[config.mk]
export PLATFORM = sky130hd
export DESIGN_NAME = ier_readout
export DESIGN_NICKNAME = d
export VERILOG_FILES = /design/src/rtl/ier_pkg.sv /design/src/rtl/ier_readout.sv /design/src/rtl/ier_serial_port.sv
export SDC_FILE = /design/constraint.sdc
export NUM_CORES = 1
export LEC_CHECK = 0
export BUFFER_PORTS_ARGS = -buffer_cell sky130_fd_sc_hd__buf_2
export CORE_ASPECT_RATIO = 0.6
export CORE_MARGIN = 2
export CORE_UTILIZATION = 55
export CTS_CLUSTER_SIZE = 8
export DETAILED_ROUTE_END_ITERATION = 12
export PLACE_DENSITY_LB_ADDON = 0.12
export SLEW_MARGIN = 10
export SYNTH_ARGS = -nofsm -noshare
export SYNTH_HDL_FRONTEND = slang
export SYNTH_HIERARCHICAL = 1
export SYNTH_SLANG_ARGS = --single-unit
[constraint.sdc]
create_clock -name clock_in -period 3.6 [get_ports clock_in]
set_clock_uncertainty 0.15 [all_clocks]
set_input_delay 0.72 -clock clock_in [delete_from_list [all_inputs] [get_ports clock_in]]
set_output_delay 0.72 -clock clock_in [all_outputs]
set_load 0.005 [all_outputs]
[src/rtl/ier_pkg.sv]
// ****************************************************
// constants of the image exposure readout
// ****************************************************
package ier_pkg;
    // register offsets, seven address bits
    localparam logic [6:0]  ADDR_PIXEL_DUMP = 7'h08;
    localparam logic [6:0]  ADDR_EXP_HIGH   = 7'h0E;
    localparam logic [6:0]  ADDR_EXP_LOW    = 7'h0F;
    localparam logic [6:0]  ADDR_TYPE       = 7'h11;
    // pixel array
    localparam int          ARRAY_DIM       = 18;
    localparam logic [8:0]  PIX_COUNT       = 9'h144;
    localparam int          SAMPLE_W        = 6;
    // dump register fields
    localparam int          DUMP_SOF_BIT    = 7;
    localparam int          DUMP_VALID_BIT  = 6;
    // type register
    localparam logic [3:0]  TYPE_RESERVED   = 4'hF;
    // exposure
    localparam logic [15:0] EXP_RESET       = 16'h0100;
    localparam logic [15:0] EXP_MIN         = 16'h0010;
    localparam int          EXP_STEP_SHIFT  = 4;
    localparam int          EXP_SUBTRACT    = 3476;
    localparam int          OSC_HZ_DEF      = 24000000;
    localparam int          FRAME_RATE_DEF  = 1512;
    // gain loop targets
    localparam logic [5:0]  AGC_MAX_HI      = 6'h39;
    localparam logic [5:0]  AGC_MAX_LO      = 6'h34;
    localparam logic [14:0] AGC_SUM_HI      = 15'h3F48;
    // serial frame
    localparam logic [2:0]  SER_LAST_BIT    = 3'h7;
    // serial port states
    typedef enum logic [2:0] {
        IER_ST_ADDR  = 3'b001,
        IER_ST_WDATA = 3'b010,
        IER_ST_RDATA = 3'b100
    } ier_ser_state_e;
endpackage

[src/rtl/ier_readout.sv]
`timescale 1ns/1ps
// Contract
// - pixels numbered column by column, 1 to 324
// - each sample is unsigned 0 to 63
// - gain loop keeps brightest pixel mid fifties
// - exposure tracks average and maximum, per frame
// - exposure read as high and low bytes
// - exposure in clock cycles, resets to 0x0100
// - each change steps by one sixteenth, or up to the cap or down to the 0x0010 floor when a full step would pass it
// - exposure capped at clock/rate minus 3476
// - default cap 12397 cycles, 0x306D
// - type register returns inverted id nibble
// - dump write restarts pointer at pixel 1
// - dump byte: start flag, valid flag, sample
// - at most one dumped pixel per frame
module ier_readout #(
    parameter int         OSC_HZ     = ier_pkg::OSC_HZ_DEF,
    parameter int         FRAME_RATE = ier_pkg::FRAME_RATE_DEF,
    parameter logic [3:0] TYPE_ID    = 4'h5 // arbitrary value
) (
    input  wire logic                        clock_in,
    input  wire logic                        rst_in,
    input  wire logic                        sck_in,
    input  wire logic                        sdio_in,
    output logic                             sdio_out,
    output logic                             sdio_oe_n_out,
    input  wire logic                        frame_start_in,
    input  wire logic                        pix_valid_in,
    input  wire logic [ier_pkg::SAMPLE_W-1:0] pix_value_in,
    output logic [15:0]                      exposure_out
);
    import ier_pkg::*;

    localparam logic [15:0] EXP_MAX = 16'(OSC_HZ / FRAME_RATE - EXP_SUBTRACT);

    logic [6:0]          reg_addr;
    logic                wr_pulse, rd_pulse;
    logic [7:0]          wr_data;
    logic [7:0]          rd_data_r, rd_data_nxt;
    logic [15:0]         exposure_r, exposure_nxt;
    logic [7:0]          low_shadow_r, low_shadow_nxt;
    logic [8:0]          idx_r, idx_nxt, cur_idx;
    logic [5:0]          max_r, max_nxt, fmax;
    logic [14:0]         sum_r, sum_nxt, fsum;
    logic [8:0]          ptr_r, ptr_nxt;
    logic                armed_r, armed_nxt, valid_r, valid_nxt, taken_r, taken_nxt, taken_eff;
    logic [SAMPLE_W-1:0] grab_r, grab_nxt;
    logic                frame_end, grab;
    logic [15:0]         step, dn;
    logic [16:0]         up;

    // ****************************************************
    // serial port
    // ****************************************************
    ier_serial_port u_port (
        .clock_in      (clock_in),
        .rst_in        (rst_in),
        .sck_in        (sck_in),
        .sdio_in       (sdio_in),
        .sdio_out      (sdio_out),
        .sdio_oe_n_out (sdio_oe_n_out),
        .reg_addr_out  (reg_addr),
        .wr_pulse_out  (wr_pulse),
        .wr_data_out   (wr_data),
        .rd_pulse_out  (rd_pulse),
        .rd_data_in    (rd_data_r)
    );

    // ****************************************************
    // frame statistics and gain loop
    // ****************************************************
    always_comb begin
        cur_idx   = frame_start_in ? 9'h000 : idx_r;
        fmax      = (frame_start_in || pix_value_in > max_r) ? pix_value_in : max_r;
        fsum      = 15'((frame_start_in ? 15'h0000 : sum_r) + 15'(pix_value_in));
        frame_end = pix_valid_in && (cur_idx == 9'(PIX_COUNT - 9'h001));
        idx_nxt   = idx_r;
        max_nxt   = max_r;
        sum_nxt   = sum_r;
        if (pix_valid_in) begin
            idx_nxt = (cur_idx == PIX_COUNT) ? cur_idx : 9'(cur_idx + 9'h001);
            max_nxt = fmax;
            sum_nxt = fsum;
        end
        step         = exposure_r >> EXP_STEP_SHIFT;
        up           = 17'(exposure_r) + 17'(step);
        dn           = 16'(exposure_r - step);
        exposure_nxt = exposure_r;
        if (frame_end) begin
            if (fmax > AGC_MAX_HI || fsum > AGC_SUM_HI) begin
                exposure_nxt = (dn < EXP_MIN) ? EXP_MIN : dn;
            end else if (fmax < AGC_MAX_LO && fsum < AGC_SUM_HI) begin
                exposure_nxt = (up > 17'(EXP_MAX)) ? EXP_MAX : up[15:0];
            end
        end
    end

    // ****************************************************
    // pixel dump and register reads
    // ****************************************************
    always_comb begin
        taken_eff      = frame_start_in ? 1'b0 : taken_r;
        grab           = armed_r && !taken_eff && pix_valid_in && (cur_idx == ptr_r);
        ptr_nxt        = ptr_r;
        armed_nxt      = armed_r;
        valid_nxt      = valid_r;
        grab_nxt       = grab_r;
        taken_nxt      = taken_eff;
        low_shadow_nxt = low_shadow_r;
        rd_data_nxt    = rd_data_r;
        if (rd_pulse) begin
            case (reg_addr)
                ADDR_PIXEL_DUMP: begin
                    rd_data_nxt                 = 8'h00;
                    rd_data_nxt[DUMP_SOF_BIT]   = (ptr_r == 9'h000);
                    rd_data_nxt[DUMP_VALID_BIT] = valid_r;
                    rd_data_nxt[SAMPLE_W-1:0]   = grab_r;
                    armed_nxt                   = 1'b1;
                    if (valid_r) begin
                        valid_nxt = 1'b0;
                        ptr_nxt   = (ptr_r == 9'(PIX_COUNT - 9'h001)) ? 9'h000 : 9'(ptr_r + 9'h001);
                    end
                end
                ADDR_EXP_HIGH: begin
                    rd_data_nxt    = exposure_r[15:8];
                    low_shadow_nxt = exposure_r[7:0];
                end
                ADDR_EXP_LOW: begin
                    rd_data_nxt = low_shadow_r;
                end
                ADDR_TYPE: begin
                    rd_data_nxt = {TYPE_RESERVED, ~TYPE_ID};
                end
                default: begin
                    rd_data_nxt = 8'h00;
                end
            endcase
        end
        if (grab) begin
            grab_nxt  = pix_value_in;
            valid_nxt = 1'b1;
            armed_nxt = 1'b0;
            taken_nxt = 1'b1;
        end
        // write wins over a grab in the same cycle
        if (wr_pulse && reg_addr == ADDR_PIXEL_DUMP) begin
            ptr_nxt   = 9'h000;
            valid_nxt = 1'b0;
            armed_nxt = 1'b1;
        end
    end

    always_ff @(posedge clock_in or posedge rst_in) begin
        if (rst_in) begin
            exposure_r   <= EXP_RESET;
            low_shadow_r <= 8'h00;
            idx_r        <= 9'h000;
            max_r        <= 6'h00;
            sum_r        <= 15'h0000;
            ptr_r        <= 9'h000;
            armed_r      <= 1'b0;
            valid_r      <= 1'b0;
            taken_r      <= 1'b0;
            grab_r       <= 6'h00;
            rd_data_r    <= 8'h00;
        end else begin
            exposure_r   <= exposure_nxt;
            low_shadow_r <= low_shadow_nxt;
            idx_r        <= idx_nxt;
            max_r        <= max_nxt;
            sum_r        <= sum_nxt;
            ptr_r        <= ptr_nxt;
            armed_r      <= armed_nxt;
            valid_r      <= valid_nxt;
            taken_r      <= taken_nxt;
            grab_r       <= grab_nxt;
            rd_data_r    <= rd_data_nxt;
        end
    end

    assign exposure_out = exposure_r;
endmodule // ier_readout

[src/rtl/ier_serial_port.sv]
`timescale 1ns/1ps
// ****************************************************
// two-wire serial register port
// ****************************************************
module ier_serial_port (
    input  wire logic        clock_in,
    input  wire logic        rst_in,
    input  wire logic        sck_in,
    input  wire logic        sdio_in,
    output logic             sdio_out,
    output logic             sdio_oe_n_out,
    output logic [6:0]       reg_addr_out,
    output logic             wr_pulse_out,
    output logic [7:0]       wr_data_out,
    output logic             rd_pulse_out,
    input  wire logic [7:0]  rd_data_in
);
    import ier_pkg::*;

    logic           sck_s1_r, sck_s2_r, sck_prev_r, sdio_s1_r, sdio_s2_r;
    ier_ser_state_e state_r, state_nxt;
    logic [2:0]     cnt_r, cnt_nxt;
    logic [7:0]     shift_r, shift_nxt;
    logic [6:0]     addr_r, addr_nxt;
    logic [7:0]     wdata_r, wdata_nxt;
    logic           wr_r, wr_nxt, rd_r, rd_nxt, sdio_r, sdio_nxt, oe_n_r, oe_n_nxt;
    logic           rise, fall;

    assign rise = sck_s2_r & ~sck_prev_r;
    assign fall = ~sck_s2_r & sck_prev_r;

    always_comb begin
        state_nxt = state_r;
        cnt_nxt   = cnt_r;
        shift_nxt = shift_r;
        addr_nxt  = addr_r;
        wdata_nxt = wdata_r;
        wr_nxt    = 1'b0;
        rd_nxt    = 1'b0;
        sdio_nxt  = sdio_r;
        oe_n_nxt  = oe_n_r;
        case (state_r)
            IER_ST_ADDR: begin
                if (rise) begin
                    shift_nxt = {shift_r[6:0], sdio_s2_r};
                    cnt_nxt   = 3'(cnt_r + 3'h1);
                    if (cnt_r == SER_LAST_BIT) begin
                        addr_nxt = {shift_r[5:0], sdio_s2_r};
                        if (shift_r[6]) begin
                            state_nxt = IER_ST_WDATA;
                        end else begin
                            state_nxt = IER_ST_RDATA;
                            rd_nxt    = 1'b1;
                        end
                    end
                end
            end
            IER_ST_WDATA: begin
                if (rise) begin
                    shift_nxt = {shift_r[6:0], sdio_s2_r};
                    cnt_nxt   = 3'(cnt_r + 3'h1);
                    if (cnt_r == SER_LAST_BIT) begin
                        wdata_nxt = {shift_r[6:0], sdio_s2_r};
                        wr_nxt    = 1'b1;
                        state_nxt = IER_ST_ADDR;
                    end
                end
            end
            IER_ST_RDATA: begin
                if (fall) begin
                    if (oe_n_r) begin
                        sdio_nxt  = rd_data_in[7];
                        shift_nxt = {rd_data_in[6:0], 1'b0};
                        oe_n_nxt  = 1'b0;
                    end else begin
                        sdio_nxt  = shift_r[7];
                        shift_nxt = {shift_r[6:0], 1'b0};
                    end
                end
                if (rise && !oe_n_r) begin
                    cnt_nxt = 3'(cnt_r + 3'h1);
                    if (cnt_r == SER_LAST_BIT) begin
                        state_nxt = IER_ST_ADDR;
                        oe_n_nxt  = 1'b1;
                    end
                end
            end
            default: begin
                state_nxt = IER_ST_ADDR;
                cnt_nxt   = 3'h0;
                oe_n_nxt  = 1'b1;
            end
        endcase
    end

    always_ff @(posedge clock_in or posedge rst_in) begin
        if (rst_in) begin
            // sck idles high: no false rise after reset
            sck_s1_r   <= 1'b1;
            sck_s2_r   <= 1'b1;
            sck_prev_r <= 1'b1;
            sdio_s1_r  <= 1'b0;
            sdio_s2_r  <= 1'b0;
            state_r    <= IER_ST_ADDR;
            cnt_r      <= 3'h0;
            shift_r    <= 8'h00;
            addr_r     <= 7'h00;
            wdata_r    <= 8'h00;
            wr_r       <= 1'b0;
            rd_r       <= 1'b0;
            sdio_r     <= 1'b0;
            oe_n_r     <= 1'b1;
        end else begin
            sck_s1_r   <= sck_in;
            sck_s2_r   <= sck_s1_r;
            sck_prev_r <= sck_s2_r;
            sdio_s1_r  <= sdio_in;
            sdio_s2_r  <= sdio_s1_r;
            state_r    <= state_nxt;
            cnt_r      <= cnt_nxt;
            shift_r    <= shift_nxt;
            addr_r     <= addr_nxt;
            wdata_r    <= wdata_nxt;
            wr_r       <= wr_nxt;
            rd_r       <= rd_nxt;
            sdio_r     <= sdio_nxt;
            oe_n_r     <= oe_n_nxt;
        end
    end

    assign sdio_out      = sdio_r;
    assign sdio_oe_n_out = oe_n_r;
    assign reg_addr_out  = addr_r;
    assign wr_pulse_out  = wr_r;
    assign wr_data_out   = wdata_r;
    assign rd_pulse_out  = rd_r;
endmodule // ier_serial_port

# [After elaboration in Yosys (flattened, before gate mapping)]
# Index checks and enable logic that the tools add are counted.
[totals] inputBits=12 ramBits=0 elab_cells=138 latch_bits=0 mem_bits_ro=0 n_memories=0 register_bits=110
[op_classes] reduce_logical=29 n_mul=0 eq_ne=18 bitwise_logic=4 shift=0 muxes=50 n_addsub=6 magnitude_cmp=7 div_mod_pow=0
[ops] operator="$mux W16" n=4
[ops] operator="$mux W9" n=7
[ops] operator="$pmux W8 S4" n=1
[ops] operator="$eq A9 B9 Y1 const B" n=3
[ops] operator="$mux W3" n=8
[ops] operator="$mux W8" n=3
[ops] operator="$eq A7 B4 Y1 const B" n=3
[ops] operator="$mux W1" n=21
[ops] operator="$add A9 B1 Y9 const B" n=2
[ops] operator="$add A16 B12 Y17" n=1
[ops] operator="$gt A17 B14 Y1 const B" n=1
[ops] operator="$lt A16 B5 Y1 const B" n=1
[ops] operator="$pmux W8 S2" n=1
[ops] operator="$sub A16 B12 Y16" n=1
[ops] operator="$add A15 B6 Y15" n=1
[ops] operator="$gt A15 B14 Y1 const B" n=1
[ops] operator="$lt A15 B14 Y1 const B" n=1
[ops] operator="$mux W15" n=1
[ops] operator="$ne A2 B1 Y1 const B" n=6
[ops] operator="$reduce_and A2 Y1" n=5
[ops] operator="$reduce_bool A2 Y1" n=5
[ops] operator="$eq A9 B9 Y1" n=1
[ops] operator="$logic_not A9 Y1" n=1
[ops] operator="$pmux W3 S3" n=1
[ops] operator="20 further kinds" n=34

# [Longest topological paths before layout]
# Gate-level depths: netlist of run 1.
[depth] ltp_word=7 mapped_depth=17 ltp_nobuf=13

# [Hierarchy]
# Netlist of run 1, hierarchy kept.
[by_module_without_submodules] module="ier_readout" n_inst=1 cells_each=768 area_each_um2=6431.2 seq_area_each_um2=2003.2
[by_module_without_submodules] module="ier_serial_port" n_inst=1 cells_each=123 area_each_um2=1691.6 seq_area_each_um2=957.2

# [Least setup slack after synthesis of run 1]
# No wires, ideal clock.
[synth_path] path_type="input to register" start="in frame_start_in" end="reg exposure_r[13], in the netlist exposure_out[13]" required_ps=3329 setup_time_ps=121 path_stages=15 path_buffers=4 setup_slack_ps=-1005 arrival_time_ps=4334 cell_sequence="clkbuf_1 clkbuf_1 clkbuf_1 nor2b_1 ha_1 nand2_1 or3_1 a21boi_2 mux2_4 or4b_4 a41o_1 o21ai_4 buf_6 nor2_1 o22a_1"
[synth_between] elab_chain_cells=6
[synth_lines] item="from (decl)" line_no="ier_readout.sv:27" source="input wire logic frame_start_in,"
[synth_lines] item="$mux W15 or $logic_or A1 B1 Y1 (tied branches)" line_no="ier_readout.sv:75, ier_readout.sv:74"
[synth_lines] item="$add A15 B6 Y15 or $mux W6 (tied branches)" line_no="ier_readout.sv:75, ier_readout.sv:74"
[synth_lines] item="$gt A15 B14 Y1 (tied with other cells)" line_no="ier_readout.sv:90" source="if (fmax > AGC_MAX_HI || fsum > AGC_SUM_HI) begin"
[synth_lines] item="$logic_or A1 B1 Y1 or $logic_and A1 B1 Y1 (tied branches)" line_no="ier_readout.sv:90, ier_readout.sv:92"
[synth_lines] item="$reduce_bool A2 Y1 (no line)"
[synth_lines] item="$reduce_and A2 Y1 (no line)"
[synth_lines] item="to (signal assigned)" line_no="ier_readout.sv:167" source="exposure_r <= exposure_nxt;"
[synth_lines] item="to (decl)" line_no="ier_readout.sv:40" source="logic [15:0] exposure_r, exposure_nxt;"
# Parallel ways exist; a longest one is shown, timed or not.
# A chain may end at the register's enable or synchronous reset.

# [Final worst setup path of run 1]
[layout_path] start="in frame_start_in" end="reg exposure_r[12], in the netlist exposure_out[12]"
# The elaborated chain is that of the path after synthesis.

==> reports/metrics.csv, run 1 <==
stage,metric,value,unit
logic_synthesis,synth_fp_nets,933,
logic_synthesis,syn_inst,875,
place,pre_cts_slack,-0.507,ns
logic_synthesis,yosys_warnings,6,
worst_setup_path,cpMaxStageDelayCell,or4b_4,
worst_setup_path,crit_family,simple AND/OR/NAND/NOR gates,
grt,grt_antenna_before_repair,0,
grt,track_usage,0.296,
grt,grt_pass1_wl,35.6,mm
finish,final_cells,1178,
worst_setup_path,worstPathArrival,3.75,ns
run,maxCapViolCount,0,
worst_setup_path,worst-r2r-setup-slack,0.01,ns
finish,drive_above_1_share,0.255,
worst_setup_path,crit_fanout,6,
finish,final_common_cell,dfrtp_1,
worst_setup_path,slowest_delay,0.55,ns
finish,seq_area,0.00276,mm^2
power_and_ir_drop,p_per_area,388,mW/mm^2
clock_network,htreeDepth,3,
timing,period_needed,3.63,ns
worst_setup_path,crit_type,in -> reg,
power_and_ir_drop,leakagePower,0.00420,uW
floorplan,die_x,158,um
clock_network,cts_tree,yes,
floorplan,io_pins,30,
grt,grt_overflow,0,
logic_synthesis,syn_area_per_cell,8.95,um^2
logic_synthesis,syn-cell-area,0.00783,mm^2
detailed_routing,drt-wirelength-per-cell,18.6,um
finish,antennaDiodeCount,0,
finish,final_nets,1039,
timing,setup_tns,-0.0876,ns
finish,areaGrowthSynthToFinish,20.8,%
place,gp_congestion,0.979,
min_path,hp-class,reg -> reg,
timing,timing.hold.ws,0.210,ns
place,hpwl,16.4,mm
detailed_routing,ant_nets,0,
finish,layout_common_cells,"103 x dfrtp_1, 98 x buf_4, 76 x nor2_1",
detailed_routing,drtIter0Drc,764,
clock_network,hold_buffers,0,
power_and_ir_drop,peakVddDrop,0.300,mV
timing,worst_slew_pin_slew,1.07,ns
place,numPortBuffers,29,
status,violations,setup timing,
worst_setup_path,required,3.71,ns
timing,grt_setup_unrepaired,true,
clock_network,worstSkewPairLatency,0.35,ns
floorplan,num_rows,33,
worst_setup_path,critPathBufInv,4,
timing,hold_violations,0,
worst_setup_path,cp-end-kind,register,
timing,setup_ws,-0.0332,ns
clock_network,ctsRootBufferMaster,clkbuf_16,
grt,grt_max_degree,47,
worst_setup_path,cp-start-kind,primary input,
detailed_routing,detail_route.first_pass.iterations,7,
finish,fillers,1074,
detailed_routing,via_per_inst,6.19,
floorplan,core,0.0138,mm^2
clock_network,clockBufferDepth,2,
timing,fmax,0.275,GHz
floorplan,dieArea,0.0152,mm^2
finish,multiInputGateArea,0.00487,mm^2
detailed_routing,drc_errors,0,
detailed_routing,wirelength,21.9,mm
clock_network,numCtsBuffers,9,
floorplan,die_y,96.4,um
floorplan,start_util,0.568,
worst_setup_path,path_cells,buf_12 -> nor2b_4 -> ha_2 -> inv_1 -> fa_2 -> nor2b_4 -> o31ai_4 -> a21boi_4 -> nand3b_1 -> or4b_4 -> buf_4 -> a41oi_4 -> buf_6 -> nor2_1 -> a311o_1 -> mux2i_1,
clock_network,cts.clk_slew.worst_paths,0.08,ns
place,dpl.cell_count,1148,
timing,setup_viol,5,
timing,fin_crit_sh,1.01,
detailed_routing,route.vias.total,7289,
timing,max_slew_margin,0.288,
grt,grt_pass1_vias,6979,
timing,drv_slew,0,
clock_network,cts_num_sinks,110,
status,status,"finished, violations left",
worst_setup_path,cpMostUsedCell,nor2b_4,
## final timing paths
| check | from | end | cells past startpoint |
|---|---|---|---|
| worst max-delay path | frame_start_in | exposure_out[12]$_DFFE_PP0P_ | 16 |
| worst min-delay path | u_port/sck_s1_r$_DFF_PP1_ | u_port/sck_s2_r$_DFF_PP1_ | 0 |
| worst max register to register | sum_r[0]$_DFFE_PP0P_ | exposure_out[12]$_DFFE_PP0P_ | 15 |
| worst min register to register | u_port/sck_s1_r$_DFF_PP1_ | u_port/sck_s2_r$_DFF_PP1_ | 0 |
| max in group asynchronous | rst_in | exposure_out[8]$_DFFE_PP1P_ | 3 |
| min in group asynchronous | rst_in | low_shadow_r[7]$_DFFE_PP0P_ | 2 |
## power by group
| part | switching [uW] | total (uW) | internal (uW) |
|---|---|---|---|
| registers | 190 | 1640 | 1450 |
| clock network | 532 | 1040 | 508 |
| logic | 494 | 998 | 504 |
## what timing repair did
| action | CTS | global route |
|---|---|---|
| cloned | 1 | 1 |
| gates resized for setup | 20 | 33 |
| setup endpoints to repair | 16 | 16 |
| pin swaps | 12 | 23 |
| setup buffers | 6 | 8 |
## flip-flops by register name, indices dropped and copies added (netlist names), 3 cells and up
name and flops:
exposure_out 16, idx_r 9, max_r 6, sum_r 15
low_shadow_r 8, u_port/cnt_r 3, ptr_r 9, grab_r 6
u_port/shift_r 8, u_port/reg_addr_out 7, rd_data_r 8, u_port/state_r 3
## layer usage
metal,vias up,track usage,share of wire
li1,3405,-,-
met1,3566,0.447,0.48
met2,294,0.453,0.44
met3,24,0.0491,0.067
met4,0,0.0533,0.0082
met5,-,0,0
## through the flow
step / power, uW / util / instance area, um^2
after global placement: 2480 / 0.638 / 8800
after global routing: 3860 / 0.686 / 9460
after CTS: 3620 / 0.672 / 9270
after floorplan: 2260 / - / 7910
after detailed placement: 2550 / 0.638 / 8800
final: 3670 / 0.686 / 9460
## layout make-up
type | count | area share
multi-input combinational | 662 | 0.515
sequential | 110 | 0.292
timing repair buffer | 140 | 0.111
tap | 192 | 0.0254
clock buffer | 9 | 0.0238
inverter | 58 | 0.0231
clock inverter | 7 | 0.00992
No activity file was read; power rests on OpenSTA's default activity.
==> run 2: changes to the inputs <==
--- a/config.mk
+++ b/config.mk
@@ -11,7 +11,7 @@
 export CORE_UTILIZATION = 55
 export CTS_CLUSTER_SIZE = 8
 export DETAILED_ROUTE_END_ITERATION = 12
-export PLACE_DENSITY_LB_ADDON = 0.12
+export PLACE_DENSITY = 0.75
 export SLEW_MARGIN = 10
 export SYNTH_ARGS = -nofsm -noshare
 export SYNTH_HDL_FRONTEND = slang
==> run 2 against run 1 <==
The flow now finishes without violations. Via count down 3.0%. Worst setup slack gained 0.054 ns. Critical path depth unchanged. Count of clock-buffer cells in the layout unchanged. Total power grew 0.38%. Design area is 0.75% lower. Fmax increased by 1.5%. Critical path type unchanged.
==> reports/metrics.csv, run 2 (synthesis gave the netlist of run 1 again) <==
stage,metric,value,unit,change
place,dpl.cell_count,1123,,-2.2%
grt,grt_overflow,0,,unchanged
worst_setup_path,path_cells,buf_12 -> nor2b_4 -> ha_4 -> inv_2 -> fa_2 -> nor2b_4 -> o31ai_4 -> a21boi_4 -> nand3b_1 -> or4b_4 -> a41o_4 -> o21ai_4 -> buf_6 -> buf_12 -> nor2_2 -> o22a_1,,
timing,worst_slew_pin_slew,1.06,ns,-0.00665 ns
floorplan,dieArea,0.0152,mm^2,unchanged
place,placed_area,0.00862,mm^2,-2.1%
power_and_ir_drop,p_per_area,393,mW/mm^2,+1.1%
clock_network,ctsRootBufferMaster,clkbuf_16,,
timing,max_slew_margin,0.289,,+0.000846
place,hpwl,15.3,mm,-6.9%
worst_setup_path,cp-start-kind,primary input,,
detailed_routing,detail_route.first_pass.iterations,5,,-2
timing,setup_viol,0,,-5
floorplan,core,0.0138,mm^2,unchanged
timing,setup_ws,0.0204,ns,+0.0536 ns
worst_setup_path,worst-r2r-setup-slack,0.05,ns,+0.04 ns
worst_setup_path,cpMaxStageDelayCell,or4b_4,,
power_and_ir_drop,peakVddDrop,0.242,mV,-19%
finish,drive_above_1_share,0.250,,-0.00456
timing,period_needed,3.58,ns,-0.0536 ns
detailed_routing,drtIter0Drc,685,,-10%
worst_setup_path,required,3.69,ns,-0.02 ns
min_path,hp-class,reg -> reg,,
worst_setup_path,crit_fanout,8,,+2
floorplan,io_pins,30,,unchanged
timing,hold_violations,0,,unchanged
grt,grt_pass1_wl,34.0,mm,-4.6%
clock_network,worstSkewPairLatency,0.35,ns,about the same
worst_setup_path,slowest_delay,0.57,ns,+0.02 ns
clock_network,cts_num_sinks,110,,unchanged
detailed_routing,via_per_inst,6.11,,-1.2%
clock_network,cts.clk_slew.worst_paths,0.08,ns,about the same
finish,largest_reg_flops,16,,unchanged
grt,grt_pass1_vias,6530,,-6.4%
clock_network,cts_tree,yes,,
finish,final_common_cell,dfrtp_1,,
timing,drv_slew,0,,unchanged
clock_network,htreeDepth,3,,unchanged
finish,final_area,0.00939,mm^2,-0.75%
grt,track_usage,0.284,,-0.0119
detailed_routing,ant_nets,0,,unchanged
floorplan,die_x,158,um,unchanged
timing,grt_setup_unrepaired,true,,
timing,fin_crit_sh,0.994,,-0.0149
finish,layout_common_cells,"103 x dfrtp_1, 79 x buf_4, 75 x nor2_1",,
finish,final_nets,1017,,-2.1%
floorplan,die_y,96.4,um,unchanged
finish,final_cells,1156,,-1.9%
finish,antennaDiodeCount,0,,unchanged
worst_setup_path,cp-end-kind,register,,
floorplan,num_rows,33,,unchanged
clock_network,numCtsBuffers,9,,unchanged
grt,grt_antenna_before_repair,0,,unchanged
clock_network,hold_buffers,0,,unchanged
floorplan,start_util,0.568,,unchanged
worst_setup_path,crit_type,in -> reg,,
worst_setup_path,worstPathArrival,3.67,ns,-0.08 ns
power_and_ir_drop,leakagePower,0.00413,uW,-1.7%
clock_network,clockBufferDepth,2,,unchanged
status,status,completed,,
place,gp_congestion,0.955,,-2.5%
run,maxCapViolCount,0,,unchanged
grt,grt_max_degree,40,,-15%
detailed_routing,route.vias.total,7067,,-3.0%
detailed_routing,drt-wirelength-per-cell,18.0,um,-2.8%
detailed_routing,drc_errors,0,,unchanged
detailed_routing,wirelength,20.9,mm,-4.6%
finish,areaGrowthSynthToFinish,19.9,%,
place,numPortBuffers,29,,unchanged
place,pre_cts_slack,-0.452,ns,+0.0551 ns
timing,fmax,0.279,GHz,+1.5%
[run 2: cell count changes in the layout (fill, tap and decap cells not counted), sizes merged]
| cell | delta |
|---|---|
| clkinv | +3 |
| bufbuf | +1 |
| inv | -3 |
| buf | -23 |
[run 2: cell type report]
class                   instances  area [um^2]
fillers                      1090         4400
well taps                     192          240
multi-input cells             662         4940
inverters                      58          231
flip-flops and latches        110         2760
clock inverters                 7         77.6
clock buffers                   9          225
repair buffers                118          913
[run 2: through the flow]
| step | utilization | setup TNS (ns) | hold WS (ns) | power [uW] |
|---|---|---|---|---|
| 6_report | 0.681 | 0 | 0.208 | 3690 |
| 5_1_grt | 0.681 | -0.505 | 0.213 | 3900 |
| 4_1_cts | 0.662 | 0 | 0.210 | 3570 |
| 3_5_place_dp | 0.625 | -6.26 | 0.193 | 2540 |
| 3_3_place_gp | 0.625 | -4.69 | 0.186 | 2500 |
| 2_1_floorplan | - | -5.61 | 0.181 | 2260 |
[run 2: timing repair]
action	4_1_cts	5_1_grt
pin swaps	12	19
resized for setup	15	49
cloned	2	0
setup buffers	10	7
setup endpoints to repair	11	16
[run 2: worst paths after layout]
path	from	endpoint	depth (start not counted)
max	frame_start_in	exposure_out[13]$_DFFE_PP0P_	16
min	u_port/sck_s1_r$_DFF_PP1_	u_port/sck_s2_r$_DFF_PP1_	0
max reg2reg	sum_r[0]$_DFFE_PP0P_	exposure_out[13]$_DFFE_PP0P_	15
min reg2reg	u_port/sck_s1_r$_DFF_PP1_	u_port/sck_s2_r$_DFF_PP1_	0
max in group asynchronous	rst_in	exposure_out[8]$_DFFE_PP1P_	3
min in group asynchronous	rst_in	ptr_r[8]$_DFFE_PP0P_	2
[run 2: worst max-delay path: cells and delay by family]
kind | cells | cell delay [ns]
AOI/OAI and AO/OA | 5 | 0.92
and+or+nand+nor | 5 | 1.08
buffers and inverters | 4 | 0.42
adders and majority gates | 2 | 0.52
[run 2: where the power goes]
part           internal [uW]  switching (uW)
registers               1450             194
clock network            494             505
logic                    552             497
total                   2490            1200
[run 2: metal layers]
layer,wire [um],up-vias,global-route usage
met5,0,-,0
met4,146,0,0.0556
met3,1590,18,0.0540
met2,8720,246,0.405
met1,10400,3420,0.447
li1,-,3383,-
